**src/core/dsm_pkg.sv**
```systemverilog
// Constants and register map of the DMA status and collision monitor
//
// Behaviour
// - Per-channel read-only peripheral write collision flags
// - Status bits 31 to 4 read zero
// - Force and interrupt request collision flags
// - Last active channel holds transfer's channel
// - Last channel reads 1111 after reset
// - Buffer select bit: one means secondary
// - Force bit self-clears on done or disable
// - Primary and secondary 24-bit start addresses
package dsm_pkg;
  localparam int          NUM_CHAN       = 4;
  localparam int          ADDR_W         = 4;
  localparam int          START_ADDR_W   = 24;
  // Byte addresses of the status and control words
  localparam logic [3:0]  OFS_WCOL       = 4'h0;
  localparam logic [3:0]  OFS_RCOL       = 4'h4;
  localparam logic [3:0]  OFS_LAST       = 4'h8;
  localparam logic [3:0]  OFS_BSEL       = 4'hc;
  localparam logic [3:0]  OFS_FORCE      = 4'h1;
  // Word-aligned offsets for the control block
  localparam logic [5:0]  OFS_FORCE_W    = 6'h10;
  localparam logic [5:0]  OFS_COLCLR_W   = 6'h14;
  localparam logic [5:0]  OFS_IRQ_STAT   = 6'h18;
  localparam logic [5:0]  OFS_IRQ_MASK   = 6'h1c;
  localparam logic [3:0]  LAST_NONE      = 4'hf;
  localparam logic [3:0]  CHAN_RST       = 4'h0;
  localparam int          STAT_BITS      = 4;
  // Interrupt status bit positions
  localparam int          IRQ_WCOL       = 0;
  localparam int          IRQ_RCOL       = 1;
  localparam int          IRQ_DONE       = 2;
  localparam logic [2:0]  IRQ_RST        = 3'h0;
  localparam logic [31:0] UNMAPPED_DATA  = 32'h0000_0000;
endpackage

```
**src/core/dsm_monitor.sv**
```systemverilog
// DMA status and collision monitor with Avalon-MM register slave
//
// Chosen here: the Avalon-MM register port and the address map.
`timescale 1ns/10ps
`default_nettype none
module dsm_monitor
  import dsm_pkg::*;
(
  // Clock and reset
  input  wire logic                ref_clk_in,
  input  wire logic                reset_n_in,
  // Avalon-MM slave
  input  wire logic [5:0]          avs_address_in,
  input  wire logic                avs_read_in,
  input  wire logic                avs_write_in,
  input  wire logic [31:0]         avs_writedata_in,
  input  wire logic [3:0]          avs_byteenable_in,
  output logic [31:0]              avs_readdata_out,
  output logic                     avs_waitrequest_out,
  // Channel engine events
  input  wire logic [NUM_CHAN-1:0] write_collision_in,
  input  wire logic [NUM_CHAN-1:0] irq_request_in,
  input  wire logic [NUM_CHAN-1:0] xfer_done_in,
  input  wire logic [NUM_CHAN-1:0] buffer_toggle_in,
  input  wire logic [NUM_CHAN-1:0] channel_enable_in,
  // Start addresses from the channel register file
  input  wire logic [START_ADDR_W-1:0] primary_start_address_in [NUM_CHAN],
  input  wire logic [START_ADDR_W-1:0] secondary_start_address_in [NUM_CHAN],
  // Channel engine controls
  output logic [NUM_CHAN-1:0]      force_request_out,
  output logic [START_ADDR_W-1:0]  active_start_address_out [NUM_CHAN],
  output logic                     irq_out
);

  typedef struct packed {
    logic [NUM_CHAN-1:0] wcol;
    logic [NUM_CHAN-1:0] rcol;
    logic [3:0]          last;
    logic [NUM_CHAN-1:0] bsel;
    logic [NUM_CHAN-1:0] force_req;
    logic [2:0]          irq_stat;
    logic [2:0]          irq_mask;
    logic                ack;
    logic [31:0]         rdata;
  } dsm_state_s;

  dsm_state_s st;
  dsm_state_s next_st;

  // Lowest channel number that completed a transfer this cycle
  function automatic logic [3:0] dsm_first_chan(
    input logic [NUM_CHAN-1:0] v
  );
    logic [3:0] r;
    r = LAST_NONE;
    for (int i = NUM_CHAN - 1; i >= 0; i--) begin
      if (v[i]) begin
        r = 4'(i);
      end
    end
    return r;
  endfunction

  // Status word read-back, upper bits zero
  function automatic logic [31:0] dsm_word(input logic [3:0] v);
    return {28'h0000000, v};
  endfunction

  logic                req;
  logic                wr_go;
  logic                rd_go;
  logic [NUM_CHAN-1:0] rcol_hit;
  logic [NUM_CHAN-1:0] colclr;
  logic [2:0]          irq_clr;

  assign req      = avs_read_in | avs_write_in;
  // Writes land at the edge after the wait state, once waitrequest is low
  assign wr_go    = avs_write_in & st.ack & avs_byteenable_in[0];
  assign rd_go    = avs_read_in & ~st.ack;
  assign rcol_hit = st.force_req & irq_request_in;
  assign colclr   = (wr_go && avs_address_in == OFS_COLCLR_W)
                  ? avs_writedata_in[NUM_CHAN-1:0] : '0;
  assign irq_clr  = (wr_go && avs_address_in == OFS_IRQ_STAT)
                  ? avs_writedata_in[2:0] : 3'h0;

  always_comb begin
    next_st = st;
    next_st.ack = req & ~st.ack;
    next_st.wcol = (st.wcol & ~colclr) | write_collision_in;
    next_st.rcol = (st.rcol & ~colclr) | rcol_hit;
    if (|xfer_done_in) begin
      next_st.last = dsm_first_chan(xfer_done_in);
    end
    next_st.bsel = st.bsel ^ buffer_toggle_in;
    next_st.force_req = st.force_req & ~xfer_done_in & channel_enable_in;
    if (wr_go && avs_address_in == OFS_FORCE_W) begin
      next_st.force_req = next_st.force_req
                        | (avs_writedata_in[NUM_CHAN-1:0] & channel_enable_in);
    end
    if (wr_go && avs_address_in == OFS_IRQ_MASK) begin
      next_st.irq_mask = avs_writedata_in[2:0];
    end
    next_st.irq_stat = (st.irq_stat & ~irq_clr)
                     | {|xfer_done_in, |rcol_hit, |write_collision_in};
    next_st.rdata = UNMAPPED_DATA;
    if (rd_go) begin
      case (avs_address_in)
        {2'b00, OFS_WCOL}: next_st.rdata = dsm_word(st.wcol);
        {2'b00, OFS_RCOL}: next_st.rdata = dsm_word(st.rcol);
        {2'b00, OFS_LAST}: next_st.rdata = dsm_word(st.last);
        {2'b00, OFS_BSEL}: next_st.rdata = dsm_word(st.bsel);
        OFS_FORCE_W:       next_st.rdata = dsm_word(st.force_req);
        OFS_IRQ_STAT:      next_st.rdata = {29'h0, st.irq_stat};
        OFS_IRQ_MASK:      next_st.rdata = {29'h0, st.irq_mask};
        default:           next_st.rdata = UNMAPPED_DATA;
      endcase
    end
  end

  always_ff @(posedge ref_clk_in) begin
    if (!reset_n_in) begin
      st.wcol      <= '0;
      st.rcol      <= '0;
      st.last      <= LAST_NONE;
      st.bsel      <= '0;
      st.force_req <= '0;
      st.irq_stat  <= IRQ_RST;
      st.irq_mask  <= IRQ_RST;
      st.ack       <= 1'b0;
      st.rdata     <= UNMAPPED_DATA;
    end else begin
      st <= next_st;
    end
  end

  assign avs_waitrequest_out = req & ~st.ack;
  assign avs_readdata_out    = st.rdata;
  assign force_request_out   = st.force_req;
  assign irq_out             = |(st.irq_stat & st.irq_mask);

  always_comb begin
    for (int i = 0; i < NUM_CHAN; i++) begin
      active_start_address_out[i] = st.bsel[i]
        ? secondary_start_address_in[i] : primary_start_address_in[i];
    end
  end

  property p_wcol_set;
    @(posedge ref_clk_in) disable iff (!reset_n_in)
    write_collision_in[0] |=> st.wcol[0];
  endproperty
  a_wcol_set: assert property (p_wcol_set)
    else $error("write collision flag not set");

  property p_upper_zero;
    @(posedge ref_clk_in) disable iff (!reset_n_in)
    (rd_go && avs_address_in[5:4] == 2'b00) |=> avs_readdata_out[31:4] == 0;
  endproperty
  a_upper_zero: assert property (p_upper_zero)
    else $error("status upper bits not zero");

  property p_rcol;
    @(posedge ref_clk_in) disable iff (!reset_n_in)
    (force_request_out[1] && irq_request_in[1]) |=> st.rcol[1];
  endproperty
  a_rcol: assert property (p_rcol)
    else $error("request collision missed");

  property p_last;
    @(posedge ref_clk_in) disable iff (!reset_n_in)
    (xfer_done_in == 4'b0100) |=> st.last == 4'h2;
  endproperty
  a_last: assert property (p_last)
    else $error("last channel wrong");

  property p_last_legal;
    @(posedge ref_clk_in) disable iff (!reset_n_in)
    st.last <= 4'h3 || st.last == LAST_NONE;
  endproperty
  a_last_legal: assert property (p_last_legal)
    else $error("reserved last channel code");

  property p_bsel;
    @(posedge ref_clk_in) disable iff (!reset_n_in)
    buffer_toggle_in[0] |=> st.bsel[0] != $past(st.bsel[0]);
  endproperty
  a_bsel: assert property (p_bsel)
    else $error("buffer select did not toggle");

  property p_force_clr;
    @(posedge ref_clk_in) disable iff (!reset_n_in)
    (!channel_enable_in[0] || xfer_done_in[0]) |=> !force_request_out[0];
  endproperty
  a_force_clr: assert property (p_force_clr)
    else $error("force not cleared");

  property p_addr_sel;
    @(posedge ref_clk_in) disable iff (!reset_n_in)
    st.bsel[3] |-> active_start_address_out[3]
                   == secondary_start_address_in[3];
  endproperty
  a_addr_sel: assert property (p_addr_sel)
    else $error("wrong start address selected");

  property p_sticky;
    @(posedge ref_clk_in) disable iff (!reset_n_in)
    (st.wcol[2] && !colclr[2]) |=> st.wcol[2];
  endproperty
  a_sticky: assert property (p_sticky)
    else $error("collision flag lost");

  property p_wcol_ch3;
    @(posedge ref_clk_in) disable iff (!reset_n_in)
    write_collision_in[3] |=> st.wcol[3];
  endproperty
  a_wcol_ch3: assert property (p_wcol_ch3)
    else $error("channel 3 write collision flag not set");

  property p_wcol_no_spur;
    @(posedge ref_clk_in) disable iff (!reset_n_in)
    (st.wcol == 4'h0 && write_collision_in == 4'h0) |=> st.wcol == 4'h0;
  endproperty
  a_wcol_no_spur: assert property (p_wcol_no_spur)
    else $error("write collision flag set without collision");

  property p_rcol_ch2;
    @(posedge ref_clk_in) disable iff (!reset_n_in)
    (force_request_out[2] && irq_request_in[2]) |=> st.rcol[2];
  endproperty
  a_rcol_ch2: assert property (p_rcol_ch2)
    else $error("channel 2 request collision missed");

  property p_rcol_no_spur;
    @(posedge ref_clk_in) disable iff (!reset_n_in)
    (st.rcol == 4'h0 && (force_request_out & irq_request_in) == 4'h0)
      |=> st.rcol == 4'h0;
  endproperty
  a_rcol_no_spur: assert property (p_rcol_no_spur)
    else $error("request collision flag set without collision");

  property p_last_hold;
    @(posedge ref_clk_in) disable iff (!reset_n_in)
    xfer_done_in == 4'h0 |=> $stable(st.last);
  endproperty
  a_last_hold: assert property (p_last_hold)
    else $error("last channel changed without transfer");

  property p_last_ch0;
    @(posedge ref_clk_in) disable iff (!reset_n_in)
    xfer_done_in[0] |=> st.last == 4'h0;
  endproperty
  a_last_ch0: assert property (p_last_ch0)
    else $error("last channel not 0");

  property p_last_ch3;
    @(posedge ref_clk_in) disable iff (!reset_n_in)
    xfer_done_in == 4'b1000 |=> st.last == 4'h3;
  endproperty
  a_last_ch3: assert property (p_last_ch3)
    else $error("last channel not 3");

  property p_last_rst;
    @(posedge ref_clk_in)
    !reset_n_in |=> st.last == LAST_NONE;
  endproperty
  a_last_rst: assert property (p_last_rst)
    else $error("last channel not idle code after reset");

  property p_bsel_rst;
    @(posedge ref_clk_in)
    !reset_n_in |=> st.bsel == 4'h0;
  endproperty
  a_bsel_rst: assert property (p_bsel_rst)
    else $error("buffer select not primary after reset");

  property p_col_rst;
    @(posedge ref_clk_in)
    !reset_n_in |=> (st.rcol == 4'h0 && st.wcol == 4'h0);
  endproperty
  a_col_rst: assert property (p_col_rst)
    else $error("collision flags not clear after reset");

  property p_force_rst;
    @(posedge ref_clk_in)
    !reset_n_in |=> force_request_out == 4'h0;
  endproperty
  a_force_rst: assert property (p_force_rst)
    else $error("force bits not clear after reset");

  property p_bsel_hold;
    @(posedge ref_clk_in) disable iff (!reset_n_in)
    buffer_toggle_in == 4'h0 |=> $stable(st.bsel);
  endproperty
  a_bsel_hold: assert property (p_bsel_hold)
    else $error("buffer select changed without toggle");

  property p_force_keep;
    @(posedge ref_clk_in) disable iff (!reset_n_in)
    (force_request_out[1] && channel_enable_in[1] && !xfer_done_in[1]) |=>
      force_request_out[1];
  endproperty
  a_force_keep: assert property (p_force_keep)
    else $error("force bit cleared without done or disable");

  property p_addr_pri;
    @(posedge ref_clk_in) disable iff (!reset_n_in)
    !st.bsel[0] |-> active_start_address_out[0]
                    == primary_start_address_in[0];
  endproperty
  a_addr_pri: assert property (p_addr_pri)
    else $error("primary start address not selected");

  property p_rd_answer;
    @(posedge ref_clk_in) disable iff (!reset_n_in)
    (avs_read_in && avs_waitrequest_out) |=> !avs_waitrequest_out;
  endproperty
  a_rd_answer: assert property (p_rd_answer)
    else $error("read not answered after one wait state");

  property p_irq_wcol;
    @(posedge ref_clk_in) disable iff (!reset_n_in)
    write_collision_in != 4'h0 |=> st.irq_stat[IRQ_WCOL];
  endproperty
  a_irq_wcol: assert property (p_irq_wcol)
    else $error("write collision event not recorded");

  property p_irq_rcol;
    @(posedge ref_clk_in) disable iff (!reset_n_in)
    (force_request_out & irq_request_in) != 4'h0 |=> st.irq_stat[IRQ_RCOL];
  endproperty
  a_irq_rcol: assert property (p_irq_rcol)
    else $error("request collision event not recorded");

  property p_irq_done;
    @(posedge ref_clk_in) disable iff (!reset_n_in)
    xfer_done_in != 4'h0 |=> st.irq_stat[IRQ_DONE];
  endproperty
  a_irq_done: assert property (p_irq_done)
    else $error("transfer done event not recorded");

  property p_wcol_clr;
    @(posedge ref_clk_in) disable iff (!reset_n_in)
    (st.wcol[2] && colclr[2] && !write_collision_in[2]) |=> !st.wcol[2];
  endproperty
  a_wcol_clr: assert property (p_wcol_clr)
    else $error("collision flag not cleared");

endmodule
`default_nettype wire

```
**config.mk**
```make
export PLATFORM = sky130hd
export DESIGN_NAME = dsm_monitor
export DESIGN_NICKNAME = d
export VERILOG_FILES = /design/src/core/dsm_pkg.sv /design/src/core/dsm_monitor.sv
export SDC_FILE = /design/constraint.sdc
export NUM_CORES = 1
export LEC_CHECK = 0
export BUFFER_PORTS_ARGS = -buffer_cell sky130_fd_sc_hd__buf_2
export CAP_MARGIN = 5
export CORE_AREA = 4 4 148 150
export CTS_CLUSTER_DIAMETER = 40
export DETAILED_ROUTE_END_ITERATION = 6
export DIE_AREA = 0 0 152 154
export SYNTH_ARGS = -nofsm -noshare
export SYNTH_HDL_FRONTEND = slang
export SYNTH_SLANG_ARGS = --single-unit
```
**constraint.sdc**
```tcl
create_clock -name ref_clk_in -period 2.9 [get_ports ref_clk_in]
set_input_delay 0.29 -clock ref_clk_in [delete_from_list [all_inputs] [get_ports ref_clk_in]]
set_output_delay 0.29 -clock ref_clk_in [all_outputs]
set_load 0.005 [all_outputs]
```
==> run summary, run 1 <==
status = complete, no violations
worst slack, placed = 1.052 ns
DIE WIDTH = 152 um
All-Layer GR Usage = 0.09432
Cell Pwr Density = 334.5 mW/mm^2
Worst EP arrival = 1.86 ns
Hold Buf Count CTS = 0
fin crit share = 0.7422
vias per inst = 3.765
RSZ-0062 raised after global routing = no
synthesized instance count = 307
Yosys Warn Count = 0
DRC = 0
Area Growth Syn to Fin = 68.23%
Num CTS Buffers = 5
post-layout instance area = 0.004745 mm^2
final setup margin = 0.7476 ns
final setup vio count = 0
CTS root buffer = clkbuf_16
Worst Setup Start Kind = register
Crit Path Class = register to output pin
Die Height = 154 um
CTS tree = built
VDD IR max = 0.2181 mV
grt ovf = 0
setup bufs post-CTS = 0
Peak Freq = 464.6 MHz
routed length per instance = 13.47 um
Reg clk slew, reported paths = 0.05 ns
detailed-route via count = 3381
share of cells above drive strength 1 = 0.7154
MaxCap Viol Count = 0
worst-path maximum fanout = 25
total wire length = 12100 um
setup TNS = 0 ns
cts repair resizes = 0
initial DRC count = 135
IO Pins = 392
Synth async-reset ratio = 0
I/O Buffers = 332
Max clock buf depth = 2
synthesized area = 0.002820 mm^2
Least-Margin Pin Slew = 1.047 ns
Hold WC Path Type = input port to register
pin count of the biggest net entering global routing = 27
LEAKAGE = 2.380 nW
Final Total Pwr = 1.587 mW
clk sink count = 30
Min Clock Period, post-route = 2.152 ns
# nets final = 879
Core Util, Final = 0.2293
Most used DFF post-synth = dfxtp_1
first-pass GRT wire length = 17830 um
number of global-route vias before repair = 3443
endpoints failing hold = 0
Slew Limit Fails = 0
die footprint = 0.02341 mm^2
FP Rows = 53
clock latency on the worst-skew pair = 0.27 ns
placed instance area = 0.004591 mm^2
post-synthesis area per instance = 9.186 um^2
antenna violations before repair = 4
Synth Register Bits = 30
Seq/Total Area, Yosys = 0.2130
Slew headroom = 0.3012
drt first pass iters = 4
Core Area = 0.02069 mm^2
GPL Wtd Cong = 0.8166
synth unique cells = 35
data required time of the critical path = 2.61 ns
H-tree levels = 2
Clock Skew = 0.003495 ns
hpwl dp = 10590 um
post-route ant nets = 0
number of synthesized flops with an enable pin = 0
Initial Util = 0.1363
crit end category = output pin
## Yosys cell counts, types with 5 or more instances
cell / n / area [um^2]
a21oi_1: 7 / 35.03
a32oi_1: 5 / 43.79
and2_1: 6 / 37.54
and3_1: 5 / 31.28
buf_2: 11 / 55.05
buf_4: 38 / 285.3
clkbuf_1: 8 / 30.03
dfxtp_1: 30 / 600.6
inv_1: 7 / 26.28
mux2_2: 97 / 1092
mux2i_1: 5 / 50.05
nand2_1: 18 / 67.56
nand4_1: 6 / 37.54
nor2_1: 11 / 41.29
nor2b_1: 11 / 68.82
o21ai_0: 5 / 25.02
## per-layer routing
| metal | vias up | wire length (um) | global-route usage |
|---|---|---|---|
| li1 | 1661 | - | - |
| met1 | 1479 | 4534 | 0.1056 |
| met2 | 219 | 6058 | 0.1704 |
| met3 | 16 | 1318 | 0.03574 |
| met4 | 6 | 148 | 0.02055 |
| met5 | - | 34 | 0 |
## cells in the final DEF, fill, tap and decap left out, types with 2 or more instances in the layout
master / netlist / layout
a21boi_0: 4 / 4
a21oi_1: 7 / 7
a31oi_1: 4 / 4
a32oi_1: 5 / 5
and2_1: 6 / 6
and3_1: 5 / 5
and4_1: 2 / 2
buf_2: 11 / 332
buf_4: 38 / 6
clkbuf_16: 0 / 5
conb_1: 1 / 28
dfxtp_1: 30 / 30
inv_1: 7 / 7
mux2_2: 97 / 97
mux2i_1: 5 / 5
mux4_2: 2 / 2
nand2_1: 18 / 18
nand2b_1: 2 / 2
nand3_1: 3 / 3
nand4_1: 6 / 6
nor2_1: 11 / 11
nor2b_1: 11 / 11
nor3_1: 3 / 3
nor3b_1: 2 / 2
nor4_1: 2 / 2
o21ai_0: 5 / 5
xor2_1: 4 / 4
## final timing paths
kind                        startpoint                              end  slack (ns)  cells after the start
hold reg to reg    st[49]$_SDFFE_PN1P_              st[49]$_SDFFE_PN1P_        0.46                      2
setup reg to reg     st[45]$_SDFF_PN0_   avs_readdata_out[2]$_SDFF_PN0_        1.07                      4
hold / removal    channel_enable_in[2]  force_request_out[2]$_SDFF_PN0_        0.23                      3
setup / recovery     st[43]$_SDFF_PN0_     active_start_address_out[72]        0.75                      2
## critical path, cell delays in order (launching register included)
cell and delay, ns:
dfxtp_1 1.01, mux2_2 0.44, buf_2 0.13
## kinds of logic (layout without fill, tap and decap cells)
logic type	count (synthesis)	count (layout)	share of synthesized area
compound gates	29	29	0.06788
buf+inv	65	353	0.1446
other cells	1	29	0.001330
xor+xnor	4	4	0.01242
flops	30	30	0.2130
mux	104	104	0.4210
simple gates	74	74	0.1398
## sequential cells by signal, summed over array words and instances, names as in the netlist
register,cells
avs_readdata_out,4
st,22
force_request_out,4
## area by class of cell
type                       count  area (um^2)
sequential                    30        600.6
fill                        2310        15950
timing repair buffer         338         1707
inverter                       7        26.28
antenna                        1        2.502
clock inverter                 2        12.51
clock buffer                   6        138.9
tap                          275        344.1
multi-input combinational    239         1913
## power breakdown
part,switching [mW],total (mW),leakage (nW),internal (mW)
Sequential,0.0325,0.461,0.246,0.428
Clock,0.196,0.536,0.0729,0.340
Combinational,0.224,0.591,2.06,0.366
## through the flow
step | instances | hold WS (ns)
final | 898 | 0.2333
after global routing | 897 | 0.2344
after CTS | 897 | 0.2287
after detailed placement | 889 | 0.4540
after global placement | 889 | 0.4496
after floorplan | 334 | 0.3908
Power figures use the tool's default switching activity.
==> run 2: changes to the inputs <==
==> constraint.sdc (replaced) <==
create_clock -name ref_clk_in -period 1.8 [get_ports ref_clk_in]
set_input_delay 0.18 -clock ref_clk_in [delete_from_list [all_inputs] [get_ports ref_clk_in]]
set_output_delay 0.18 -clock ref_clk_in [all_outputs]
set_load 0.005 [all_outputs]
==> run 2 against run 1 <==
  * Wire length is 0.19% higher
  * Global-route usage hardly changed
  * Sequential share of layout area is 0.22 points lower
  * Sequential cell count stayed put
  * Utilization is 0.41 points higher
  * Die area stayed put
  * Critical path type unchanged
  * Largest cell class unchanged
  * Largest power group unchanged
==> run summary, run 2 (synthesis results as in run 1) <==
Worst path slowest cell = dfxtp_1
CTS root buffer = clkbuf_16
Core Area = 0.02069 mm^2 (unchanged)
antenna violations before repair = 3 (-1)
Top Family by Delay on Critical Path = flip-flops
RSZ-0062 raised after global routing = no
area of the multi-input gates = 0.001913 mm^2 (unchanged)
data required time of the critical path = 1.62 ns (-0.99 ns)
CTS tree = built
final setup vio count = 0 (unchanged)
Initial Util = 0.1363 (unchanged)
worst reg2reg path depth = 4 (unchanged)
number of global-route vias before repair = 3332 (-3.2%)
WHS Endpoint = force_request_out[1]$_SDFF_PN0_
final setup margin = 0.1589 ns (-0.5887 ns)
MaxCap Viol Count = 0 (unchanged)
Reg clk slew, reported paths = 0.05 ns (about the same)
register area = 600.6 um^2 (unchanged)
Crit Reg-Reg Startpoint = st[32]$_SDFF_PN0_
cts repair resizes = 0 (unchanged)
total wire length = 12120 um (+0.19%)
GPL Wtd Cong = 0.7983 (-2.2%)
vias per inst = 3.733 (-0.86%)
Die Height = 154 um (unchanged)
Min Clock Period, post-route = 1.641 ns
Top reg by flops = st
share of cells above drive strength 1 = 0.7177 (+0.002269)
hpwl dp = 10780 um (+1.8%)
detailed-route via count = 3367 (-0.41%)
# nets final = 884 (+0.57%)
LEAKAGE = 2.421 nW (+1.7%)
Hold WC Path Type = input port to register
Peak Freq = 609.3 MHz
clock latency on the worst-skew pair = 0.28 ns (about the same)
I/O Buffers = 332 (unchanged)
DIE WIDTH = 152 um (unchanged)
hold path start = channel_enable_in[1]
All-Layer GR Usage = 0.09441 (about the same)
worst slack, placed = 0.3521 ns (-0.6996 ns)
CP bufs+invs = 2 (+1)
IO Pins = 392 (unchanged)
fin crit share = 0.9117
Hold Buf Count CTS = 0 (unchanged)
register-to-register setup slack = 0.48 ns (-0.59 ns)
crit-path max cell delay = 0.45 ns (-0.56 ns)
Cell Pwr Density = 536.0 mW/mm^2 (+60%)
Core Util, Final = 0.2334 (+0.004112)
Worst Setup Start Kind = register
clk sink count = 30 (unchanged)
fillers = 2313 (+0.13%)
DRC = 0 (unchanged)
Largest register FFs = 22 (unchanged)
Max clock buf depth = 2 (unchanged)
Final Total Pwr = 2.589 mW (+63%)
post-route ant nets = 0 (unchanged)
grt ovf = 0 (unchanged)
Crit Path Class = register to output pin
Clock Skew = 0.002633 ns (-0.0008623 ns)
H-tree levels = 2 (unchanged)
pin count of the biggest net entering global routing = 27 (unchanged)
Slew Limit Fails = 0 (unchanged)
status = complete, no violations
Area Growth Syn to Fin = 71.25%
Num CTS Buffers = 5 (unchanged)
Min Hold Slack = 0.1181 ns (-0.1152 ns)
VDD IR max = 0.2663 mV (+22%)
routed length per instance = 13.43 um (-0.25%)
crit end category = output pin
most frequent cells in the layout = buf_2 (332), mux2_2 (97), dfxtp_1 (30)
die footprint = 0.02341 mm^2 (unchanged)
crit path cell chain = buf_12 -> mux2_2 -> buf_2
hold path cells = 3 (unchanged)
n_diodes = 0 (-1)
first-pass GRT wire length = 18000 um (+0.93%)
Worst EP arrival = 1.46 ns (-0.40 ns)
endpoints failing hold = 0 (unchanged)
initial DRC count = 120 (-11%)
Reg-to-Reg End = st[35]$_SDFFE_PN0P_
setup TNS = 0 ns (unchanged)
most common cell after layout, fill and taps aside = buf_2
worst-path maximum fanout = 24 (-4.0%)
FP Rows = 53 (unchanged)
setup bufs post-CTS = 0 (unchanged)
drt first pass iters = 4 (unchanged)
-- run 2: cell types whose count changed in the layout (fill, tap and decap cells not counted) --
cell     before  now
buf_12        0    4
diode_2       1    0
buf_4         6    7
-- run 2: power breakdown --
part           switching [mW]  internal, mW
Clock                   0.313         0.547
Sequential             0.0239         0.690
Combinational           0.398         0.618
-- run 2: layer usage --
layer	wire length [um]	track usage	vias up
met5	25	0	-
met4	107	0.01798	4
met3	1211	0.03462	14
met2	6177	0.1693	201
met1	4595	0.1084	1482
li1	-	-	1666
-- run 2: final cells by class --
cell class                      count  share of cell area
Clock buffer                        6             0.02876
Clock inverter                      2            0.002591
Inverter                            7            0.005440
Multi-Input combinational cell    239              0.3961
Sequential cell                    30              0.1244
Tap cell                          275             0.07124
Timing Repair Buffer              343              0.3715
-- run 2: worst max path at each step --
stage                       from                           end  slack (ns)  cells after the start
2_1_floorplan  st[45]$_SDFF_PN0_  active_start_address_out[27]        0.46                      3
5_1_grt        st[44]$_SDFF_PN0_  active_start_address_out[49]        0.11                      3
4_1_cts        st[44]$_SDFF_PN0_  active_start_address_out[49]        0.12                      3
6_report       st[44]$_SDFF_PN0_  active_start_address_out[49]        0.16                      3
3_5_place_dp   avs_address_in[1]           st[35]$_SDFFE_PN0P_        0.35                      6
3_3_place_gp   avs_address_in[1]           st[35]$_SDFFE_PN0P_        0.38                      6
-- run 2: metrics by stage --
stage	std cells	instance area [um^2]
floorplan	334	2922
global placement	894	4678
detailed placement	894	4678
CTS	902	4830
global route	902	4830
finish	902	4830
-- run 2: worst reg2reg max path, cell delays in order (launching register included) --
cell and delay (ns):
dfxtp_1 0.32, and4_1 0.29, and4_1 0.32, mux2i_1 0.23, nor2b_1 0.06
